[src/rtl/fsp_consts.svh]
// offsets, field positions, reset values and timing counts of the flash
// self-program controller; included by the package user, no logic here.
`ifndef FSP_CONSTS_SVH
`define FSP_CONSTS_SVH

// ************************************
// register byte offsets
// ************************************
`define FSP_OFF_ADDR_LOW 8'h00
`define FSP_OFF_ADDR_HIGH 8'h04
`define FSP_OFF_DATA_LOW 8'h08
`define FSP_OFF_DATA_HIGH 8'h0c
`define FSP_OFF_CTRL 8'h10
`define FSP_OFF_UNLOCK 8'h14

// ************************************
// control register fields
// ************************************
`define FSP_CTL_RD 0
`define FSP_CTL_WR 1
`define FSP_CTL_PERMIT 2
`define FSP_CTL_ABORT 3
`define FSP_CTL_LATCH_ONLY 4
`define FSP_CTL_ERASE_SEL 5

// ************************************
// values and timing
// ************************************
`define FSP_KEY_FIRST 8'h55
`define FSP_KEY_SECOND 8'haa
`define FSP_LATCH_RESET 14'h3fff
`define FSP_ROW_WORDS 32
`define FSP_WP_LIMIT_LOW 15'h0200
`define FSP_WP_LIMIT_HALF 15'h4000
`define FSP_OP_TIME_NS 2000000
`define FSP_CLK_PERIOD_NS 8
`define FSP_RESP_OKAY 2'b00
`define FSP_RESP_SLVERR 2'b10

`endif

[src/rtl/fsp_pkg.sv]
// types shared by the flash self-program controller and its users.
// assumes nothing of its surroundings.
package fsp_pkg;

   // ************************************
   // sequencer states
   // ************************************
   typedef enum logic [4:0] {
      FSP_ST_IDLE = 5'b00001,
      FSP_ST_READ = 5'b00010,
      FSP_ST_RDCAP = 5'b00100,
      FSP_ST_PROG = 5'b01000,
      FSP_ST_WAIT = 5'b10000
   } fsp_state_t;

   // ************************************
   // carriers
   // ************************************
   typedef struct packed {
      logic rd;
      logic wr;
      logic erase;
      logic [14:0] addr;
      logic [13:0] wdata;
   } fsp_flash_cmd_t;

   typedef struct packed {
      logic code_protect_n;
      logic [1:0] self_write_protect_field;
   } fsp_cfg_t;

endpackage

[src/rtl/fsp_flash_ctrl.sv]
// flash self-program controller: axi4-lite register slave, unlock key,
// 32 write latches, row erase/program sequencer with stall timer.
// assumes flash array returns read data the cycle after cmd.rd.
//
// Chosen here: the register addresses and the AXI4-Lite interface to the registers.
`timescale 1ns/1ps
`include "fsp_consts.svh"

module fsp_flash_ctrl #(
   parameter int unsigned OP_CYCLES = `FSP_OP_TIME_NS / `FSP_CLK_PERIOD_NS
) (
   input wire logic aclk,
   input wire logic aresetn,
   input wire logic ce,
   input wire logic [7:0] awaddr,
   input wire logic awvalid,
   output logic awready,
   input wire logic [31:0] wdata,
   input wire logic [3:0] wstrb,
   input wire logic wvalid,
   output logic wready,
   output logic [1:0] bresp,
   output logic bvalid,
   input wire logic bready,
   input wire logic [7:0] araddr,
   input wire logic arvalid,
   output logic arready,
   output logic [31:0] rdata,
   output logic [1:0] rresp,
   output logic rvalid,
   input wire logic rready,
   input wire fsp_pkg::fsp_cfg_t cfg,
   input wire logic [13:0] flash_rdata,
   output fsp_pkg::fsp_flash_cmd_t flash_cmd,
   output logic cpu_stall,
   input wire logic ext_req,
   input wire logic ext_bulk_erase,
   output logic ext_grant
);
   import fsp_pkg::*;

   // ************************************
   // state
   // ************************************
   fsp_state_t state_r;
   fsp_flash_cmd_t cmd_r;
   logic [7:0] aw_addr_r;
   logic [7:0] w_data_r;
   logic w_lane0_r;
   logic aw_ok_r;
   logic w_ok_r;
   logic awready_r;
   logic wready_r;
   logic bvalid_r;
   logic [1:0] bresp_r;
   logic arready_r;
   logic rvalid_r;
   logic [31:0] rdata_r;
   logic [1:0] rresp_r;
   logic [14:0] addr_r;
   logic [13:0] data_r;
   logic [1:0] key_r;
   logic permit_r;
   logic abort_r;
   logic latch_only_r;
   logic erase_sel_r;
   logic rd_bit_r;
   logic wr_bit_r;
   logic op_erase_r;
   logic stall_r;
   logic in_reset_r;
   logic grant_r;
   logic [4:0] idx_r;
   logic [31:0] timer_r;
   logic [13:0] latch_r [`FSP_ROW_WORDS];

   logic do_wr;
   logic ctl_wr;
   logic rd_go;
   logic wr_go;
   logic wp_hit;
   logic op_done;
   logic [31:0] rd_mux;
   logic rd_hit;
   logic aw_ok_hit;

   assign awready = awready_r;
   assign wready = wready_r;
   assign bvalid = bvalid_r;
   assign bresp = bresp_r;
   assign arready = arready_r;
   assign rvalid = rvalid_r;
   assign rdata = rdata_r;
   assign rresp = rresp_r;
   assign flash_cmd = cmd_r;
   assign cpu_stall = stall_r;
   assign ext_grant = grant_r;

   // ************************************
   // decode
   // ************************************
   assign do_wr = aw_ok_r & w_ok_r & ~bvalid_r;
   assign aw_ok_hit = (aw_addr_r == `FSP_OFF_ADDR_LOW) | (aw_addr_r == `FSP_OFF_ADDR_HIGH) |
                      (aw_addr_r == `FSP_OFF_DATA_LOW) | (aw_addr_r == `FSP_OFF_DATA_HIGH) |
                      (aw_addr_r == `FSP_OFF_CTRL) | (aw_addr_r == `FSP_OFF_UNLOCK);
   assign ctl_wr = do_wr & w_lane0_r & (aw_addr_r == `FSP_OFF_CTRL);
   // busy sequencer swallows new starts; read wins over write in one access
   assign rd_go = ctl_wr & w_data_r[`FSP_CTL_RD] & (state_r == FSP_ST_IDLE);
   assign wr_go = ctl_wr & w_data_r[`FSP_CTL_WR] & ~w_data_r[`FSP_CTL_RD] &
                  (state_r == FSP_ST_IDLE) & permit_r & (key_r == 2'd2);
   assign op_done = (state_r == FSP_ST_WAIT) & (timer_r == 32'h0000_0000);

   always_comb begin
      case (cfg.self_write_protect_field)
         2'b11: wp_hit = 1'b0;
         2'b10: wp_hit = addr_r < `FSP_WP_LIMIT_LOW;
         2'b01: wp_hit = addr_r < `FSP_WP_LIMIT_HALF;
         default: wp_hit = 1'b1;
      endcase
   end

   always_comb begin
      rd_mux = 32'h0000_0000;
      rd_hit = 1'b1;
      case (araddr)
         `FSP_OFF_ADDR_LOW: rd_mux[7:0] = addr_r[7:0];
         `FSP_OFF_ADDR_HIGH: rd_mux[6:0] = addr_r[14:8];
         `FSP_OFF_DATA_LOW: rd_mux[7:0] = data_r[7:0];
         `FSP_OFF_DATA_HIGH: rd_mux[5:0] = data_r[13:8];
         `FSP_OFF_CTRL: begin
            rd_mux[`FSP_CTL_RD] = rd_bit_r;
            rd_mux[`FSP_CTL_WR] = wr_bit_r;
            rd_mux[`FSP_CTL_PERMIT] = permit_r;
            rd_mux[`FSP_CTL_ABORT] = abort_r;
            rd_mux[`FSP_CTL_LATCH_ONLY] = latch_only_r;
            rd_mux[`FSP_CTL_ERASE_SEL] = erase_sel_r;
         end
         `FSP_OFF_UNLOCK: rd_mux = 32'h0000_0000;
         default: rd_hit = 1'b0;
      endcase
   end

   // ************************************
   // axi4-lite handshake
   // ************************************
   // one write and one read in flight; ready returns after the response
   always_ff @(posedge aclk) begin
      if (!aresetn) begin
         awready_r <= 1'b1;
         wready_r <= 1'b1;
         aw_ok_r <= 1'b0;
         w_ok_r <= 1'b0;
         bvalid_r <= 1'b0;
         bresp_r <= `FSP_RESP_OKAY;
         aw_addr_r <= 8'h00;
         w_data_r <= 8'h00;
         w_lane0_r <= 1'b0;
      end else if (ce) begin
         if (awvalid && awready_r) begin
            aw_addr_r <= awaddr;
            aw_ok_r <= 1'b1;
            awready_r <= 1'b0;
         end
         if (wvalid && wready_r) begin
            w_data_r <= wdata[7:0];
            w_lane0_r <= wstrb[0];
            w_ok_r <= 1'b1;
            wready_r <= 1'b0;
         end
         if (do_wr) begin
            aw_ok_r <= 1'b0;
            w_ok_r <= 1'b0;
            bvalid_r <= 1'b1;
            bresp_r <= aw_ok_hit ? `FSP_RESP_OKAY : `FSP_RESP_SLVERR;
         end
         if (bvalid_r && bready) begin
            bvalid_r <= 1'b0;
            awready_r <= 1'b1;
            wready_r <= 1'b1;
         end
      end
   end

   always_ff @(posedge aclk) begin
      if (!aresetn) begin
         arready_r <= 1'b1;
         rvalid_r <= 1'b0;
         rdata_r <= 32'h0000_0000;
         rresp_r <= `FSP_RESP_OKAY;
      end else if (ce) begin
         if (arvalid && arready_r) begin
            arready_r <= 1'b0;
            rvalid_r <= 1'b1;
            rdata_r <= rd_mux;
            rresp_r <= rd_hit ? `FSP_RESP_OKAY : `FSP_RESP_SLVERR;
         end else if (rvalid_r && rready) begin
            rvalid_r <= 1'b0;
            arready_r <= 1'b1;
         end
      end
   end

   // ************************************
   // address, data and key registers
   // ************************************
   always_ff @(posedge aclk) begin
      if (!aresetn) begin
         addr_r <= 15'h0000;
      end else if (ce && do_wr && w_lane0_r) begin
         if (aw_addr_r == `FSP_OFF_ADDR_LOW) begin
            addr_r[7:0] <= w_data_r;
         end else if (aw_addr_r == `FSP_OFF_ADDR_HIGH) begin
            addr_r[14:8] <= w_data_r[6:0];
         end
      end
   end

   always_ff @(posedge aclk) begin
      if (!aresetn) begin
         data_r <= 14'h0000;
      end else if (ce) begin
         if (state_r == FSP_ST_RDCAP) begin
            data_r <= flash_rdata;
         end else if (do_wr && w_lane0_r && aw_addr_r == `FSP_OFF_DATA_LOW) begin
            data_r[7:0] <= w_data_r;
         end else if (do_wr && w_lane0_r && aw_addr_r == `FSP_OFF_DATA_HIGH) begin
            data_r[13:8] <= w_data_r[5:0];
         end
      end
   end

   // any write other than the next key step breaks the sequence
   always_ff @(posedge aclk) begin
      if (!aresetn) begin
         key_r <= 2'd0;
      end else if (ce && do_wr) begin
         if (w_lane0_r && aw_addr_r == `FSP_OFF_UNLOCK && w_data_r == `FSP_KEY_FIRST) begin
            key_r <= 2'd1;
         end else if (w_lane0_r && aw_addr_r == `FSP_OFF_UNLOCK &&
                      w_data_r == `FSP_KEY_SECOND && key_r == 2'd1) begin
            key_r <= 2'd2;
         end else begin
            key_r <= 2'd0;
         end
      end
   end

   // ************************************
   // control bits
   // ************************************
   always_ff @(posedge aclk) begin
      if (!aresetn) begin
         permit_r <= 1'b0;
         latch_only_r <= 1'b0;
         erase_sel_r <= 1'b0;
      end else if (ce && ctl_wr) begin
         permit_r <= w_data_r[`FSP_CTL_PERMIT];
         latch_only_r <= w_data_r[`FSP_CTL_LATCH_ONLY];
         erase_sel_r <= w_data_r[`FSP_CTL_ERASE_SEL];
      end
   end

   // abort flag sampled at the first reset edge; the if-else chain keeps it
   // defined even when the sequencer is still unknown at power-up
   always_ff @(posedge aclk) begin
      if (!aresetn) begin
         in_reset_r <= 1'b1;
         if (in_reset_r) begin
         end else if (wr_bit_r) begin
            abort_r <= 1'b1;
         end else if (abort_r) begin
            abort_r <= 1'b1;
         end else begin
            abort_r <= 1'b0;
         end
      end else if (ce) begin
         in_reset_r <= 1'b0;
         if (ctl_wr && !w_data_r[`FSP_CTL_ABORT]) begin
            abort_r <= 1'b0;
         end
      end
   end

   // ************************************
   // write latches
   // ************************************
   always_ff @(posedge aclk) begin
      if (!aresetn) begin
         for (int i = 0; i < `FSP_ROW_WORDS; i++) begin
            latch_r[i] <= `FSP_LATCH_RESET;
         end
      end else if (ce) begin
         if (op_done && !op_erase_r) begin
            for (int i = 0; i < `FSP_ROW_WORDS; i++) begin
               latch_r[i] <= `FSP_LATCH_RESET;
            end
         end else if (wr_go && w_data_r[`FSP_CTL_LATCH_ONLY]) begin
            latch_r[addr_r[4:0]] <= data_r;
         end
      end
   end

   // ************************************
   // sequencer
   // ************************************
   always_ff @(posedge aclk) begin
      if (!aresetn) begin
         state_r <= FSP_ST_IDLE;
         cmd_r <= '0;
         rd_bit_r <= 1'b0;
         wr_bit_r <= 1'b0;
         op_erase_r <= 1'b0;
         stall_r <= 1'b0;
         idx_r <= 5'h00;
         timer_r <= 32'h0000_0000;
      end else if (ce) begin
         case (state_r)
            FSP_ST_IDLE: begin
               if (rd_go) begin
                  rd_bit_r <= 1'b1;
                  cmd_r.rd <= 1'b1;
                  cmd_r.addr <= addr_r;
                  state_r <= FSP_ST_READ;
               // mode bits come from the same control word that carries the start
               end else if (wr_go && !w_data_r[`FSP_CTL_LATCH_ONLY] && !wp_hit) begin
                  wr_bit_r <= 1'b1;
                  stall_r <= 1'b1;
                  op_erase_r <= w_data_r[`FSP_CTL_ERASE_SEL];
                  idx_r <= 5'h00;
                  if (w_data_r[`FSP_CTL_ERASE_SEL]) begin
                     cmd_r.erase <= 1'b1;
                     cmd_r.addr <= {addr_r[14:5], 5'h00};
                     timer_r <= OP_CYCLES - 32'd1;
                     state_r <= FSP_ST_WAIT;
                  end else begin
                     state_r <= FSP_ST_PROG;
                  end
               end
            end
            FSP_ST_READ: begin
               cmd_r.rd <= 1'b0;
               state_r <= FSP_ST_RDCAP;
            end
            FSP_ST_RDCAP: begin
               rd_bit_r <= 1'b0;
               state_r <= FSP_ST_IDLE;
            end
            FSP_ST_PROG: begin
               cmd_r.wr <= 1'b1;
               cmd_r.addr <= {addr_r[14:5], idx_r};
               cmd_r.wdata <= latch_r[idx_r];
               idx_r <= idx_r + 5'h01;
               if (idx_r == 5'h1f) begin
                  timer_r <= OP_CYCLES - 32'd1;
                  state_r <= FSP_ST_WAIT;
               end
            end
            FSP_ST_WAIT: begin
               cmd_r.wr <= 1'b0;
               cmd_r.erase <= 1'b0;
               if (timer_r == 32'h0000_0000) begin
                  wr_bit_r <= 1'b0;
                  stall_r <= 1'b0;
                  state_r <= FSP_ST_IDLE;
               end else begin
                  timer_r <= timer_r - 32'd1;
               end
            end
            default: state_r <= FSP_ST_IDLE;
         endcase
      end
   end

   // ************************************
   // external programmer gate
   // ************************************
   // bulk erase is the only external path left when code protection is on
   always_ff @(posedge aclk) begin
      if (!aresetn) begin
         grant_r <= 1'b0;
      end else if (ce) begin
         grant_r <= ext_req & (cfg.code_protect_n | ext_bulk_erase);
      end
   end

   // ************************************
   // checks
   // ************************************
   property p_rd_issue;
      @(posedge aclk) disable iff (!aresetn)
      (ce && rd_go) |=> rd_bit_r && cmd_r.rd && cmd_r.addr == $past(addr_r);
   endproperty
   a_rd_issue: assert property (p_rd_issue) else $error("read start not issued");

   property p_rd_capture;
      @(posedge aclk) disable iff (!aresetn)
      (ce && state_r == FSP_ST_RDCAP) |=> !rd_bit_r && data_r == $past(flash_rdata);
   endproperty
   a_rd_capture: assert property (p_rd_capture) else $error("read word lost");

   property p_key_zero;
      @(posedge aclk) disable iff (!aresetn)
      (ce && arvalid && arready_r && araddr == `FSP_OFF_UNLOCK) |=> rvalid_r && rdata_r == 0;
   endproperty
   a_key_zero: assert property (p_key_zero) else $error("key register read not zero");

   property p_no_key;
      @(posedge aclk) disable iff (!aresetn)
      (ce && ctl_wr && w_data_r[`FSP_CTL_WR] && key_r != 2'd2 && state_r == FSP_ST_IDLE)
         |=> !wr_bit_r && !stall_r;
   endproperty
   a_no_key: assert property (p_no_key) else $error("write started without key");

   property p_permit;
      @(posedge aclk) disable iff (!aresetn)
      $rose(wr_bit_r) |-> $past(permit_r) && $past(key_r) == 2'd2;
   endproperty
   a_permit: assert property (p_permit) else $error("write without permit");

   property p_latch_clear;
      @(posedge aclk) disable iff (!aresetn)
      (ce && op_done && !op_erase_r) |=> latch_r[0] == `FSP_LATCH_RESET &&
         latch_r[`FSP_ROW_WORDS - 1] == `FSP_LATCH_RESET;
   endproperty
   a_latch_clear: assert property (p_latch_clear) else $error("latches not reset");

   property p_stall;
      @(posedge aclk) disable iff (!aresetn)
      (state_r == FSP_ST_WAIT || state_r == FSP_ST_PROG) |-> stall_r && wr_bit_r;
   endproperty
   a_stall: assert property (p_stall) else $error("no stall during operation");

   property p_busy;
      @(posedge aclk) disable iff (!aresetn)
      (ce && state_r == FSP_ST_WAIT && timer_r > 1 && ctl_wr) |=> !rd_bit_r && stall_r;
   endproperty
   a_busy: assert property (p_busy) else $error("start taken while busy");

   property p_wp;
      @(posedge aclk) disable iff (!aresetn)
      (ce && wr_go && !w_data_r[`FSP_CTL_LATCH_ONLY] && wp_hit)
         |=> state_r == FSP_ST_IDLE && !cmd_r.erase;
   endproperty
   a_wp: assert property (p_wp) else $error("protected region changed");

   property p_code_prot;
      @(posedge aclk) disable iff (!aresetn)
      (ce && ext_req && !cfg.code_protect_n && !ext_bulk_erase) |=> !grant_r;
   endproperty
   a_code_prot: assert property (p_code_prot) else $error("protected device granted");

   property p_abort;
      @(posedge aclk) disable iff (1'b0)
      (!aresetn && !in_reset_r && wr_bit_r) |=> abort_r;
   endproperty
   a_abort: assert property (p_abort) else $error("abort flag not set");

endmodule // fsp_flash_ctrl

[config.mk]
export PLATFORM = sky130hd
export DESIGN_NAME = fsp_flash_ctrl
export DESIGN_NICKNAME = d
export VERILOG_FILES = /design/src/rtl/fsp_pkg.sv /design/src/rtl/fsp_flash_ctrl.sv
export VERILOG_INCLUDE_DIRS = /design/src /design/src/rtl
export SDC_FILE = /design/constraint.sdc
export NUM_CORES = 1
export LEC_CHECK = 0
export BUFFER_PORTS_ARGS = -buffer_cell sky130_fd_sc_hd__buf_2
export CORE_ASPECT_RATIO = 1.2
export CORE_UTILIZATION = 60
export DETAILED_ROUTE_END_ITERATION = 10
export PLACE_DENSITY = 0.9
export SYNTH_ARGS = -nofsm -noshare
export SYNTH_HDL_FRONTEND = slang
export SYNTH_SLANG_ARGS = --single-unit
[constraint.sdc]
create_clock -name aclk -period 6.6 [get_ports aclk]
set_input_delay 0.33 -clock aclk [delete_from_list [all_inputs] [get_ports aclk]]
set_output_delay 0.33 -clock aclk [all_outputs]
set_load 0.01 [all_outputs]
Word level (Yosys, flattened, before mapping)

Memories as Yosys holds them, arrays and structs flattened. A register that Yosys moved wholly into a read port is not among the register bits.
Cells that the tools add are included.

Add/subtract/negate cells: 2
Order comparisons: 2
Equality and inequality tests: 36
Multiplexer cells: 107
Bitwise operators: 55
Reductions and logical operators: 70

Operators by type and width:

| kind                    | number |
|---|---|
| $mux W14                | 34 |
| $mux W32                | 5 |
| $pmux W32 S3            | 1 |
| $mux W5                 | 8 |
| $or A1 B1 Y1            | 38 |
| $mux W1                 | 37 |
| $eq A8 B4 Y1 const B    | 4 |
| $eq A8 B5 Y1 const B    | 4 |
| $logic_not A32 Y1       | 1 |
| $mux W16                | 2 |
| $sub A32 B1 Y32 const B | 1 |
| $pmux W15 S2            | 1 |
| $pmux W6 S5             | 1 |
| $reduce_and A2 Y1       | 14 |
| $reduce_bool A2 Y1      | 13 |
| $logic_and A1 B1 Y1     | 20 |
| $pmux W5 S4             | 1 |
| $eq A8 B3 Y1 const B    | 2 |
| $logic_not A8 Y1        | 2 |
| $reduce_and A4 Y1       | 4 |
| $lt A15 B10 Y1 const B  | 1 |
| $lt A15 B15 Y1 const B  | 1 |
| $mux W15                | 1 |
| $reduce_and A3 Y1       | 5 |
| 28 further kinds        | 71 |

Register bits: 136
RAM bits: 448
Input port bits: 79
Word-level logic and storage cells: 307
Memories kept: 1

Memory list:

| name    | depth | width | read ports | clocked after Yosys merged registers in | wr ports | line                 | RTL |
|---|---|---|---|---|---|---|---|
| latch_r | 32    | 14    | 1          | 1                                       | 32       | fsp_flash_ctrl.sv:75 | `` logic [13:0] latch_r [`FSP_ROW_WORDS]; `` |

Depth between registers and ports, before layout

Depth after elaboration: 17
Gate-level depth with buffers: 13
Gate-level depth less buffers: 10

Least setup slack after synthesis

Ideal clock, no wire load.

Path type: register to register
Start: reg state_r[0]
End: mem latch_r[13][0], enable pin
Library setup time: 0.404 ns
Data arrival time: 3.077 ns
Required time: 6.196 ns
Setup slack: 3.119 ns
Cell stages (with the launch flop): 10
Buffers on the path: 3
Period minus slack after synthesis: 3.481 ns
Cell sequence: dfxtp_1 -> buf_2 -> nor2b_1 -> nand4_1 -> nor4_1 -> nand2_1 -> or2_2 -> clkbuf_1 -> clkbuf_1 -> o21ai_0

RTL lines:

| item                   | line                  | RTL |
|---|---|---|
| from (decl)            | fsp_flash_ctrl.sv:45  | `fsp_state_t state_r;` |
| from (signal assigned) | fsp_flash_ctrl.sv:308 | `state_r <= FSP_ST_IDLE;` |
| from (signal assigned) | fsp_flash_ctrl.sv:323 | `state_r <= FSP_ST_READ;` |
| from (signal assigned) | fsp_flash_ctrl.sv:334 | `state_r <= FSP_ST_WAIT;` |
| to (decl)              | fsp_flash_ctrl.sv:75  |  |

==> out/qor.csv <==
stage,metric,value,unit
run_status,status,finished with violations,
run_status,failing checks,DRC,
worst_setup_path,Crit Path Max Fanout,46,
logic_synthesis,"FFs w/ async S/R, synth",0,%
timing,RSZ-0062 raised after global routing,no,
cells_and_area,"commonest cells after routing, fill and taps aside","edfxtp_1 (449), or2_2 (285), dfxtp_1 (145)",
cells_and_area,"most common cell after layout, fill and taps aside",edfxtp_1,
global_route,GRT overflow,0,
pwr,VDD IR max,0.000204,V
cells_and_area,layout cell share with drive strength beyond 1,31.0,%
place,DP Wirelength,42300,um
global_route,antenna violations before repair,4,
floorplanning,Core ar.,44800,sq um
timing,Worst-Margin Slew,1.49,ns
floorplanning,Core Rows,85,
pwr,Switching Share,21.3,%
worst_setup_path,Critical Path Stages,7,
timing,setup TNS,0,ns
pwr,PwrDens,256,nW/um^2
global_route,global-route wire length before repair,106000,um
clock_tree,CTS Root Buffer Type,clkbuf_16,
worst_setup_path,crit path DAT,4.83,ns
worst_setup_path,Worst setup endpoint,latch_r[20][9],
worst_setup_path,worst r2r src,w_data_r[1],
clock_tree,clock slew at reported path FFs,0.07,ns
floorplanning,I/O pin count,154,
logic_synthesis,gate count of the mapped netlist,2064,
timing,final period utilization,70.0,%
timing,Fin Clk Skew,0.0224,ns
worst_setup_path,CP max-delay cell,nor3_2,
worst_setup_path,Startpoint Class,flop,
clock_tree,CTS tree,yes,
detailed_routing,first drt pass iteration count,11,
clock_tree,# clock sinks,596,
place,RD Place Congestion,0.908,
floorplanning,initial core utilization,60.6,%
worst_setup_path,Reg2Reg Capture Point,latch_r[20][9],
logic_synthesis,Syn. warnings,0,
logic_synthesis,"Seq/Total Area, Yosys",60.5,%
timing,Max Slew Vio Count,0,
detailed_routing,DRC Markers,1,
detailed_routing,Iteration-0 DRC Markers,2383,
logic_synthesis,"Top FF cell, synth",edfxtp_1,
clock_tree,"Clk Latency, worst-skew pair",0.59,ns
pwr,Internal Dissipation,5.99,mW
worst_setup_path,Critical Path Sink Type,flop,
logic_synthesis,Post-synth EDFFs,449,
detailed_routing,Detail Route Antenna Nets,0,
logic_synthesis,Avg Inst Size Synth,13.2,sq um
worst_setup_path,worst setup path start,w_data_r[1],
worst_setup_path,Reg2Reg Setup Slack,1.98,ns
pwr,P_leak,9.96,nW
cells_and_area,diode count,0,
worst_setup_path,crit-path max cell delay,0.88,ns
worst_setup_path,kind of critical path,flop to flop,
timing,slew margin rel.,0.619,%
run,max_cap viols,0,
global_route,GR Util All Layers,30.1,%
detailed_routing,final wirelength,69900,um
worst_setup_path,CP bufs+invs,0,
worst_setup_path,top cell family by delay on the critical path,simple AND/OR/NAND/NOR gates,
hold_path,worst hold path class,input pin to flop,
worst_setup_path,Critical Path RT,6.81,ns
timing,Max Clk Rate,216,MHz
timing,Final Critical Period,4.62,ns
logic_synthesis,Seq cells post-synth,596,
pwr,total power draw,7.60,mW
clock_tree,number of H-tree levels,2,
clock_tree,Num CTS Buffers,54,
logic_synthesis,synth unique cells,69,
global_route,largest net degree at the start of global routing,73,
global_route,number of global-route vias before repair,18073,
pwr,logic gate share of total power,3.6,%
clock_tree,Max Root-Sink Buffers,3,
hold_path,hold_sp,awaddr[7],
pwr,part of the power in registers,55.6,%
logic_synthesis,post-synth top area cell,edfxtp_1,
pwr,Psw,1.62,mW
pwr,Clk network pwr share,40.8,%
floorplanning,DIE AREA,46100,sq um
detailed_routing,vias per std cell,6.66,
cells_and_area,fill cell count,2818,
timing,Final Hold Viols,0,
cells_and_area,nets,2165,
place,PortBufs,100,
floorplanning,Die W,196,um
logic_synthesis,area share of the largest cell type after synthesis,49.7,%
floorplanning,die height,235,um
cells_and_area,Area Overhead vs Synth,9.54,%
worst_setup_path,reg2reg path depth,7,
logic_synthesis,synth top area cells,"edfxtp_1 (50%), mux4_2 (12%), dfxtp_1 (11%), or2_2 (6.6%), or3_1 (3.2%)",
detailed_routing,via count,18212,
logic_synthesis,Mapped Area,27200,sq um
detailed_routing,routed len/inst,25.5,um
timing,final setup fails,0,
worst_setup_path,worst path cell trace,"nor4bb_1, nand4_1, nor4_1, nand2_1, or2_2, nor3_2, nand2b_1",
clock_tree,post-cts sizing count,0,
flip-flops by register name (all words and copies together), names as in the netlist, 8 cells and up:
signal / cells
data_r: 14
addr_r: 15
latch_r: 448
aw_addr_r: 8
rdata: 8
flash_cmd: 32
timer_r: 32
w_data_r: 8
what timing repair did:
action,in CTS,in global routing
buffers inserted,0,0
hold buffers,16,0
endpoints found under the setup margin,0,0
hold endpoints to repair,16,0
power groups by stage:
stage	registers (mW)	clock network (mW)	logic, mW
CTS	4.23	3.10	0.267
detailed placement	4.30	0	0.257
finish	4.23	3.10	0.274
global placement	4.28	0	0.248
floorplan	4.28	0	0.177
global route	4.24	3.23	0.285
worst min path at each step:
stage	slack (ns)	endpoint	cells past startpoint
2_1_floorplan	0.43	in_reset_r	1
6_report	0.04	aw_addr_r[7]	3
5_1_grt	0.04	aw_addr_r[7]	3
3_5_place_dp	0.45	latch_only_r	2
3_3_place_gp	0.44	in_reset_r	1
4_1_cts	0.002	aw_addr_r[7]	3
per-layer routing:
metal  wire length (um)  up-vias  global-route usage [%]
li1                   -     7607                       -
met1              23900     8921                    38.9
met2              34300     1404                    49.6
met3               8060      270                    5.38
met4               3500       10                    14.2
met5                 92        -                   0.741
stage by stage:
| stage | utilization (%) | setup slack [ns] | area [sq um] | instances | hold WS, ns |
|---|---|---|---|---|---|
| 6_report | 66.4 | 1.98 | 29700 | 2735 | 0.0414 |
| 5_1_grt | 66.4 | 1.85 | 29700 | 2735 | 0.0425 |
| 4_1_cts | 66.4 | 2.11 | 29700 | 2735 | 0.00166 |
| 3_5_place_dp | 62.2 | 2.22 | 27900 | 2619 | 0.450 |
| 3_3_place_gp | 62.2 | 2.38 | 27900 | 2619 | 0.437 |
| 2_1_floorplan | - | 3.12 | 27200 | 2089 | 0.425 |
cells in the mapped netlist, drive strengths merged (8+ instances only):
library cell and count:
a211oi 15, a21oi 54, a221oi 12, a311oi 8, and3 8, buf 50
clkbuf 161, dfxtp 147, edfxtp 449, inv 8, mux2i 41, mux4 140
nand2 127, nand2b 56, nand3 28, nand4 11, nor2 107, nor2b 9
nor3 40, nor4 15, o21ai 45, o22ai 17, or2 287, or3 138
or4 11, xnor2 16
kinds of logic (layout without fill, tap and decap cells):
| group | count (synthesis) | after routing | synth area share [%] |
|---|---|---|---|
| multiplexers | 181 | 181 | 13.1 |
| AO/OA/AOI/OAI | 183 | 183 | 4.40 |
| flip-flops | 596 | 596 | 60.5 |
| buffers and inverters | 219 | 256 | 3.42 |
| XOR/XNOR | 18 | 18 | 0.581 |
| AND/OR/NAND/NOR | 862 | 862 | 17.8 |
| adder cells (fa/ha/maj) | 4 | 4 | 0.184 |
| other | 1 | 26 | 0.0138 |
worst reg2reg max path, cell delays in order (launching register included):
cell,delay [ns]
dfxtp_1,0.51
nor4bb_1,0.40
nand4_1,0.25
nor4_1,0.69
nand2_1,0.21
or2_2,0.59
nor3_2,0.89
nand2b_1,0.70
layout make-up:
| type | count | area (sq um) | share of cell area [%] |
|---|---|---|---|
| flip-flops and latches | 596 | 16400 | 55.2 |
| clock inverters | 24 | 216 | 0.728 |
| repair buffers | 148 | 901 | 3.03 |
| well taps | 609 | 762 | 2.56 |
| inverters | 8 | 30.0 | 0.101 |
| clock buffers | 76 | 1510 | 5.06 |
| multi-input cells | 1274 | 9900 | 33.3 |
No activity file was read; power rests on OpenSTA's default activity.
